===== src/pdo_pkg.sv =====
// pdo_pkg: constants and carrier types for the density output and alarm block
// assumes a 20 MHz system clock standing in for the internal oscillator
package pdo_pkg;
  localparam int PDO_DATA_W = 14;
  localparam int PDO_DIV_RATIO = 8;
  localparam logic [PDO_DATA_W-1:0] PDO_UP_SET_RST = 14'h3FFF;
  localparam logic [PDO_DATA_W-1:0] PDO_UP_CLR_RST = 14'h3FFF;
  localparam logic [PDO_DATA_W-1:0] PDO_LO_SET_RST = 14'h0000;
  localparam logic [PDO_DATA_W-1:0] PDO_LO_CLR_RST = 14'h0000;
  localparam int PDO_LO_POL_BIT = 7;
  localparam int PDO_LO_OD_BIT = 8;
  localparam int PDO_UP_POL_BIT = 9;
  localparam int PDO_UP_OD_BIT = 10;
  localparam logic [15:0] PDO_CFG_RST = 16'h0028;

  typedef enum logic [1:0] {
    PDO_SEL_UP_SET,
    PDO_SEL_UP_CLR,
    PDO_SEL_LO_SET,
    PDO_SEL_LO_CLR
  } pdo_sel_t;

  typedef struct packed {
    logic [PDO_DATA_W-1:0] upSet;
    logic [PDO_DATA_W-1:0] upClr;
    logic [PDO_DATA_W-1:0] loSet;
    logic [PDO_DATA_W-1:0] loClr;
  } pdo_thr_t;

  typedef struct packed {
    logic o;
    logic oe;
  } pdo_pin_t;
endpackage : pdo_pkg


===== src/pdo_output_stage.sv =====
// pdo_output_stage: two density-modulated outputs and two hysteresis alarm pins
// assumes conversion results and the threshold/config writes come from same-clock logic
`timescale 1ns/1ps
module pdo_output_stage
  import pdo_pkg::*;
#(
  parameter int DATA_W = PDO_DATA_W,
  parameter int DIV_RATIO = PDO_DIV_RATIO
) (
  // clock and reset
  input wire logic sys_clk,
  input wire logic srst,

  // conversion results
  input wire logic convDone,
  input wire logic [DATA_W-1:0] humidityCode,
  input wire logic [DATA_W-1:0] temperatureCode,

  // mode: density output mode shares the lower alarm pad with temperature
  input wire logic densityMode,

  // threshold and configuration writes
  input wire logic thrWrite,
  input wire pdo_sel_t thrSel,
  input wire logic [DATA_W-1:0] thrData,
  input wire logic cfgWrite,
  input wire logic [15:0] cfgData,

  // readback
  output logic [DATA_W-1:0] thrReadData,
  output logic [15:0] cfgReadData,

  // pins
  output logic humidity_density_out,
  output logic temperature_density_out,
  output logic upperAlarmO,
  output logic upperAlarmOe,
  output logic lowerAlarmO,
  output logic lowerAlarmOe,

  // raw alarm states
  output logic upperAlarmActive,
  output logic lowerAlarmActive
);

  typedef struct packed {
    logic [2:0] divCnt;
    logic [DATA_W-1:0] humVal;
    logic [DATA_W-1:0] tmpVal;
    logic [DATA_W-1:0] humAcc;
    logic [DATA_W-1:0] tmpAcc;
    logic humBit;
    logic tmpBit;
    pdo_thr_t thr;
    logic [15:0] cfg;
    logic upAct;
    logic loAct;
    pdo_pin_t upPin;
    pdo_pin_t loPin;
  } st_t;

  st_t st_r;
  st_t st_nxt;

  // first-order sigma-delta step: carry out of the accumulator is the output bit
  function automatic logic [DATA_W:0] pdmStep(input logic [DATA_W-1:0] acc,
                                              input logic [DATA_W-1:0] val);
    pdmStep = {1'b0, acc} + {1'b0, val};
  endfunction : pdmStep

  // hysteresis: "rising" alarms trip at or above onLvl, release at or below offLvl
  function automatic logic hyst(input logic act, input logic rising,
                                input logic [DATA_W-1:0] h,
                                input logic [DATA_W-1:0] onLvl,
                                input logic [DATA_W-1:0] offLvl);
    if (rising) begin
      if (act) begin
        hyst = (h > offLvl);
      end else begin
        hyst = (h >= onLvl);
      end
    end else begin
      if (act) begin
        hyst = (h < offLvl);
      end else begin
        hyst = (h <= onLvl);
      end
    end
  endfunction : hyst

  // pin drive: open drain only ever pulls low
  function automatic pdo_pin_t drivePin(input logic act, input logic pol, input logic od);
    logic lvl;
    lvl = act ^ pol;
    if (od) begin
      // a released pad rests at the external pull level, so never drive it high
      drivePin.o = 1'b0;
      drivePin.oe = ~lvl;
    end else begin
      drivePin.o = lvl;
      drivePin.oe = 1'b1;
    end
  endfunction : drivePin

  // last clock of one density bit period
  function automatic logic divWrap(input logic [2:0] cnt);
    divWrap = (cnt == 3'(DIV_RATIO - 1));
  endfunction : divWrap

  // upper pin: inverted polarity turns it into a low alarm with the pair swapped
  function automatic logic upperNext(input logic act, input logic pol,
                                     input logic [DATA_W-1:0] h,
                                     input pdo_thr_t t);
    if (pol) begin
      upperNext = hyst(act, 1'b0, h, t.upClr, t.upSet);
    end else begin
      upperNext = hyst(act, 1'b1, h, t.upSet, t.upClr);
    end
  endfunction : upperNext

  // lower pin: inverted polarity turns it into a high alarm, clear level trips
  function automatic logic lowerNext(input logic act, input logic pol,
                                     input logic [DATA_W-1:0] h,
                                     input pdo_thr_t t);
    if (pol) begin
      lowerNext = hyst(act, 1'b1, h, t.loClr, t.loSet);
    end else begin
      lowerNext = hyst(act, 1'b0, h, t.loSet, t.loClr);
    end
  endfunction : lowerNext

  // streams low, alarms idle, push-pull pins driven low, table defaults loaded
  function automatic st_t rstState();
    rstState = '0;
    rstState.thr.upSet = PDO_UP_SET_RST;
    rstState.thr.upClr = PDO_UP_CLR_RST;
    rstState.thr.loSet = PDO_LO_SET_RST;
    rstState.thr.loClr = PDO_LO_CLR_RST;
    rstState.cfg = PDO_CFG_RST;
    rstState.upPin.oe = 1'b1;
    rstState.loPin.oe = 1'b1;
  endfunction : rstState

  logic [DATA_W:0] humSum;
  logic [DATA_W:0] tmpSum;
  logic upPol;
  logic loPol;
  logic wrap;
  logic upNext;
  logic loNext;
  logic upOd;
  logic loOd;

  always_comb begin
    st_nxt = st_r;
    humSum = pdmStep(st_r.humAcc, st_r.humVal);
    tmpSum = pdmStep(st_r.tmpAcc, st_r.tmpVal);
    upPol = st_r.cfg[PDO_UP_POL_BIT];
    loPol = st_r.cfg[PDO_LO_POL_BIT];
    wrap = divWrap(st_r.divCnt);
    // candidates come from the humidity code only
    upNext = upperNext(st_r.upAct, upPol, humidityCode, st_r.thr);
    loNext = lowerNext(st_r.loAct, loPol, humidityCode, st_r.thr);

    if (wrap) begin
      st_nxt.divCnt = 3'h0;
    end else begin
      st_nxt.divCnt = st_r.divCnt + 3'h1;
    end

    // fraction of ones is code over full scale
    if (wrap) begin
      st_nxt.humAcc = humSum[DATA_W-1:0];
      st_nxt.humBit = humSum[DATA_W];
      // temperature keeps running outside density mode; the pad mux hides it
      st_nxt.tmpAcc = tmpSum[DATA_W-1:0];
      st_nxt.tmpBit = tmpSum[DATA_W];
    end

    if (thrWrite) begin
      case (thrSel)
        PDO_SEL_UP_SET: begin
          st_nxt.thr.upSet = thrData;
        end
        PDO_SEL_UP_CLR: begin
          st_nxt.thr.upClr = thrData;
        end
        PDO_SEL_LO_SET: begin
          st_nxt.thr.loSet = thrData;
        end
        PDO_SEL_LO_CLR: begin
          st_nxt.thr.loClr = thrData;
        end
        default: begin
          st_nxt.thr = st_r.thr;
        end
      endcase
    end

    if (cfgWrite) begin
      st_nxt.cfg = cfgData;
    end

    if (convDone) begin
      // new values take effect at conversion end
      st_nxt.humVal = humidityCode;
      st_nxt.tmpVal = temperatureCode;
      // outside reset, alarms move only here and hold otherwise
      st_nxt.upAct = upNext;
      st_nxt.loAct = loNext;
    end

    // polarity and driver from the word being loaded
    // so a config write and the pin change land on the same edge
    upOd = st_nxt.cfg[PDO_UP_OD_BIT];
    loOd = st_nxt.cfg[PDO_LO_OD_BIT];
    st_nxt.upPin = drivePin(st_nxt.upAct, st_nxt.cfg[PDO_UP_POL_BIT], upOd);
    st_nxt.loPin = drivePin(st_nxt.loAct, st_nxt.cfg[PDO_LO_POL_BIT], loOd);

    // reset last so it overrides every update above
    if (srst) begin
      st_nxt = rstState();
    end
  end

  always_ff @(posedge sys_clk) begin
    st_r <= st_nxt;
  end

  always_comb begin
    case (thrSel)
      PDO_SEL_UP_SET: begin
        thrReadData = st_r.thr.upSet;
      end
      PDO_SEL_UP_CLR: begin
        thrReadData = st_r.thr.upClr;
      end
      PDO_SEL_LO_SET: begin
        thrReadData = st_r.thr.loSet;
      end
      PDO_SEL_LO_CLR: begin
        thrReadData = st_r.thr.loClr;
      end
      default: begin
        thrReadData = '0;
      end
    endcase
  end

  assign cfgReadData = st_r.cfg;
  assign humidity_density_out = st_r.humBit;
  assign upperAlarmO = st_r.upPin.o;
  assign upperAlarmOe = st_r.upPin.oe;

  // lower pad carries temperature density in density mode
  // the stream is driven hard there, whatever the lower driver type says
  always_comb begin
    if (densityMode) begin
      temperature_density_out = st_r.tmpBit;
      lowerAlarmO = st_r.tmpBit;
      lowerAlarmOe = 1'b1;
    end else begin
      temperature_density_out = 1'b0;
      lowerAlarmO = st_r.loPin.o;
      lowerAlarmOe = st_r.loPin.oe;
    end
  end

  assign upperAlarmActive = st_r.upAct;
  assign lowerAlarmActive = st_r.loAct;

endmodule : pdo_output_stage


===== config.mk =====
export PLATFORM = sky130hd
export DESIGN_NAME = pdo_output_stage
export DESIGN_NICKNAME = d
export VERILOG_FILES = /design/src/pdo_pkg.sv /design/src/pdo_output_stage.sv
export SDC_FILE = /design/constraint.sdc
export NUM_CORES = 1
export LEC_CHECK = 0
export ABC_AREA = 1
export BUFFER_PORTS_ARGS = -buffer_cell sky130_fd_sc_hd__buf_2
export CAP_MARGIN = 5
export CORE_UTILIZATION = 50
export CTS_BUF_LIST = sky130_fd_sc_hd__clkbuf_8
export DETAILED_ROUTE_END_ITERATION = 12
export HOLD_SLACK_MARGIN = 0.1
export PLACE_DENSITY = 0.68
export SYNTH_ARGS = -nofsm -noshare
export SYNTH_HDL_FRONTEND = slang
export SYNTH_SLANG_ARGS = --single-unit

===== constraint.sdc =====
create_clock -name sys_clk -period 3.2 [get_ports sys_clk]
set_clock_uncertainty 0.15 [all_clocks]
set_input_delay 0.96 -clock sys_clk [delete_from_list [all_inputs] [get_ports sys_clk]]
set_output_delay 0.96 -clock sys_clk [all_outputs]
set_load 0.005 [all_outputs]

==> impl_metrics.py <==
metrics = {
    "hold_path": {
        "hold_class": "reg -> reg",
        "hp-start": "st_r[136]",
    },
    "logic_synthesis": {
        "yosys.area_share.simple": 0.224,
        "synth_top_family_by_area": "simple AND/OR/NAND/NOR gates",
        "synth_compound_area_frac": 0.179,
        "syn_area_sq_mm": 0.00820,
        "synth_edf_count": 0,
        "yosysSeqAreaShare": 0.339,
        "netlist_top_cells_area": "dfxtp_1 (34%), ha_1 (13%), nand2_1 (10%)",
        "yosysWarnings": 0,
        "yosys.area_share.adder": 0.136,
        "synth_nets": 1285,
        "syn_area_per_cell_sq_um": 7.25,
        "synthArstFlopShare": 0,
        "synth_top_area_share": 0.339,
        "synth_seq_cells": 139,
        "synth_cells": 1131,
        "synth_cell_types": 46,
        "synth-xor-area-share": 0.00962,
        "muxShareOfSynthArea": 0.00244,
        "synth_flop_cell": "dfxtp_1",
        "yosys.area.top_type": "dfxtp_1",
    },
    "placed_design": {
        "dp_hpwl_mm": 14.5,
        "pre_cts_slack_ns": 0.128,
        "placed_area_sq_mm": 0.00879,
        "port_buffers": 103,
        "gp_congestion": 0.871,
    },
    "cts": {
        "clock-root-buffer": "clkbuf_8",
        "cts_tree": "done",
        "numCtsBuffers": 17,
        "cts_max_level": 4,
        "ctsResizeCount": 0,
        "cts_setup_buffers": 0,
        "cts.clk_slew.worst_paths_ns": 0.07,
        "cts_max_path_buffers": 2,
        "insertion_delay_ns": 0.46,
        "cts_hold_buffers": 0,
        "cts_sinks": 139,
    },
    "detailed_routing": {
        "viasPerCell": 5.08,
        "routed_wl_mm": 19.7,
        "vias": 7320,
        "drc": 0,
        "drtIter0Drc": 325,
        "dr.pass1.iters": 5,
        "ant_nets": 0,
        "wl_per_cell_um": 13.7,
    },
    "final_layout": {
        "diodes": 0,
        "syn2layout_area_growth_pct": 11.9,
        "fillers": 1576,
        "final_cell_area_sq_mm": 0.00917,
        "fin_nets": 1365,
        "multi_input_area_sq_mm": 0.00452,
        "drive_gt1_frac": 0.167,
        "ff_latch_area_sq_mm": 0.00278,
    },
    "global_routing": {
        "grt_pass1_vias": 6685,
        "grt.total_usage": 0.244,
        "grt_max_degree": 79,
        "grt_pass1_wl_mm": 32.2,
        "grt_overflow": 0,
        "grt_antenna_before_repair": 0,
    },
    "setup_path": {
        "reg2reg_from": "st_r[94]",
        "start_kind": "input pin",
        "r2r-end": "st_r[104]",
        "arrival_ns": 1.97,
        "cp_max_fo": 7,
        "reg2reg_setup_slack_ns": 0.97,
        "cp_data_required_time_ns": 2.09,
        "endpoint": "thrReadData[4]",
        "crit_path_start": "thrSel[1]",
        "critPathKind": "in -> out",
        "crit_path_end_kind": "output port",
        "reg2reg_depth": 13,
    },
    "floorplanning": {
        "rows": 46,
        "die_area_sq_mm": 0.0169,
        "die_h_um": 130,
        "start_util": 0.514,
        "fp.dieW_um": 130,
        "fp.coreArea_sq_mm": 0.0159,
        "ios": 104,
    },
    "timing": {
        "min_period_ns": 3.08,
        "hold_viol_final": 0,
        "worst_slack_ns": 0.124,
        "drv_slew": 0,
        "fin_setup_tns_ns": 0,
        "fin_crit_sh": 0.961,
        "setup_viol": 0,
        "rsz0062_at_grt": "no",
        "fmax_mhz": 325,
        "tightest_slew_ns": 0.515,
        "slew_headroom": 0.656,
    },
    "run_status": {
        "outcome": "finished clean",
    },
    "power_and_ir_drop": {
        "p_leak_uw": 0.00468,
        "ir_drop_mv": 0.282,
        "p_per_area_mw_per_mm2": 420,
    },
    "job": {
        "cap_violations": 0,
    },
}
state kept, by name, summed over array words and instances (netlist names):
name and flops:
st_r 118, upperAlarmActive 1, upperAlarmO 1, humidity_density_out 1, upperAlarmOe 1, lowerAlarmActive 1
cfgReadData 16
how the worst min path moves through the flow:
stage	slack [ns]	cells after the start	to
floorplan	0.25	1	st_r[136]
global placement	0.26	1	st_r[136]
detailed placement	0.27	1	st_r[136]
CTS	0.28	1	st_r[136]
global route	0.30	1	st_r[136]
finish	0.28	1	st_r[136]
placed cells by master (no fill, tap or decap), types with 5 or more instances in the layout:
| cell type | instances |
|---|---|
| nor2_1 | 107 |
| nand3_1 | 42 |
| buf_4 | 12 |
| o21ai_1 | 5 |
| dfxtp_1 | 139 |
| clkinvlp_4 | 6 |
| o21ai_0 | 111 |
| nand2_1 | 226 |
| clkbuf_8 | 19 |
| nor2_2 | 7 |
| buf_2 | 103 |
| a21oi_1 | 88 |
| o211ai_1 | 28 |
| inv_1 | 147 |
| nand2_2 | 14 |
| o22ai_1 | 9 |
| ha_1 | 86 |
| xor2_1 | 6 |
| nand3_2 | 8 |
Yosys cell counts (3+ instances only):
| cell type | count |
|---|---|
| a21oi_2 | 4 |
| buf_2 | 11 |
| clkbuf_1 | 21 |
| nor2_1 | 107 |
| o21ai_2 | 4 |
| o21ai_1 | 5 |
| inv_2 | 4 |
| o21ai_0 | 111 |
| or2_2 | 3 |
| buf_4 | 20 |
| ha_1 | 86 |
| nand2_2 | 14 |
| nor2_2 | 7 |
| o211ai_1 | 28 |
| xnor2_1 | 3 |
| xor2_1 | 6 |
| nor2_4 | 4 |
| nand2_1 | 226 |
| nand3_2 | 8 |
| inv_1 | 147 |
| dfxtp_1 | 139 |
| nand3_1 | 42 |
| o22ai_1 | 9 |
| a21oi_1 | 88 |
cells by family after synthesis:
kind of cell | after synthesis
xor gates and xnor gates | 9
and+or+nand+nor | 424
muxes | 2
DFF | 139
buffers and inverters | 208
AOI/OAI and AO/OA | 261
adders and majority gates | 88
critical path, cell delays in order:
cell and delay [ns]:
buf_2 0.13, inv_1 0.10, nor2_4 0.05, inv_1 0.23
o22ai_1 0.12, a21oi_1 0.14, o21ai_0 0.09, buf_2 0.13
final cells by class:
| type | instances | share of cell area |
|---|---|---|
| well taps | 216 | 0.0295 |
| clock inverters | 13 | 0.0131 |
| inverters | 152 | 0.0624 |
| clock buffers | 19 | 0.0285 |
| repair buffers | 117 | 0.0704 |
| flip-flops and latches | 139 | 0.303 |
| multi-input cells | 784 | 0.493 |
metrics by stage:
step | total power (uW) | instances | hold slack, ns | util
after global placement | 2500 | 1408 | 0.261 | 0.551
final | 3850 | 1440 | 0.277 | 0.575
after global routing | 4060 | 1440 | 0.296 | 0.575
after detailed placement | 2510 | 1408 | 0.268 | 0.551
after CTS | 3890 | 1440 | 0.279 | 0.575
after floorplan | 2310 | 1131 | 0.249 | -
layer usage:
layer  share of wire  track usage
met2            0.47        0.402
met1            0.48        0.320
met3           0.037       0.0463
met5               0            0
met4           0.018       0.0828
report_power, final:
group	internal (uW)	leakage, uW	switching, uW
Combinational	236	0.00336	382
Clock	655	0.000176	726
Sequential	1810	0.00114	41.4
Total	2710	0.00468	1150
No activity file was read; power rests on OpenSTA's default activity.
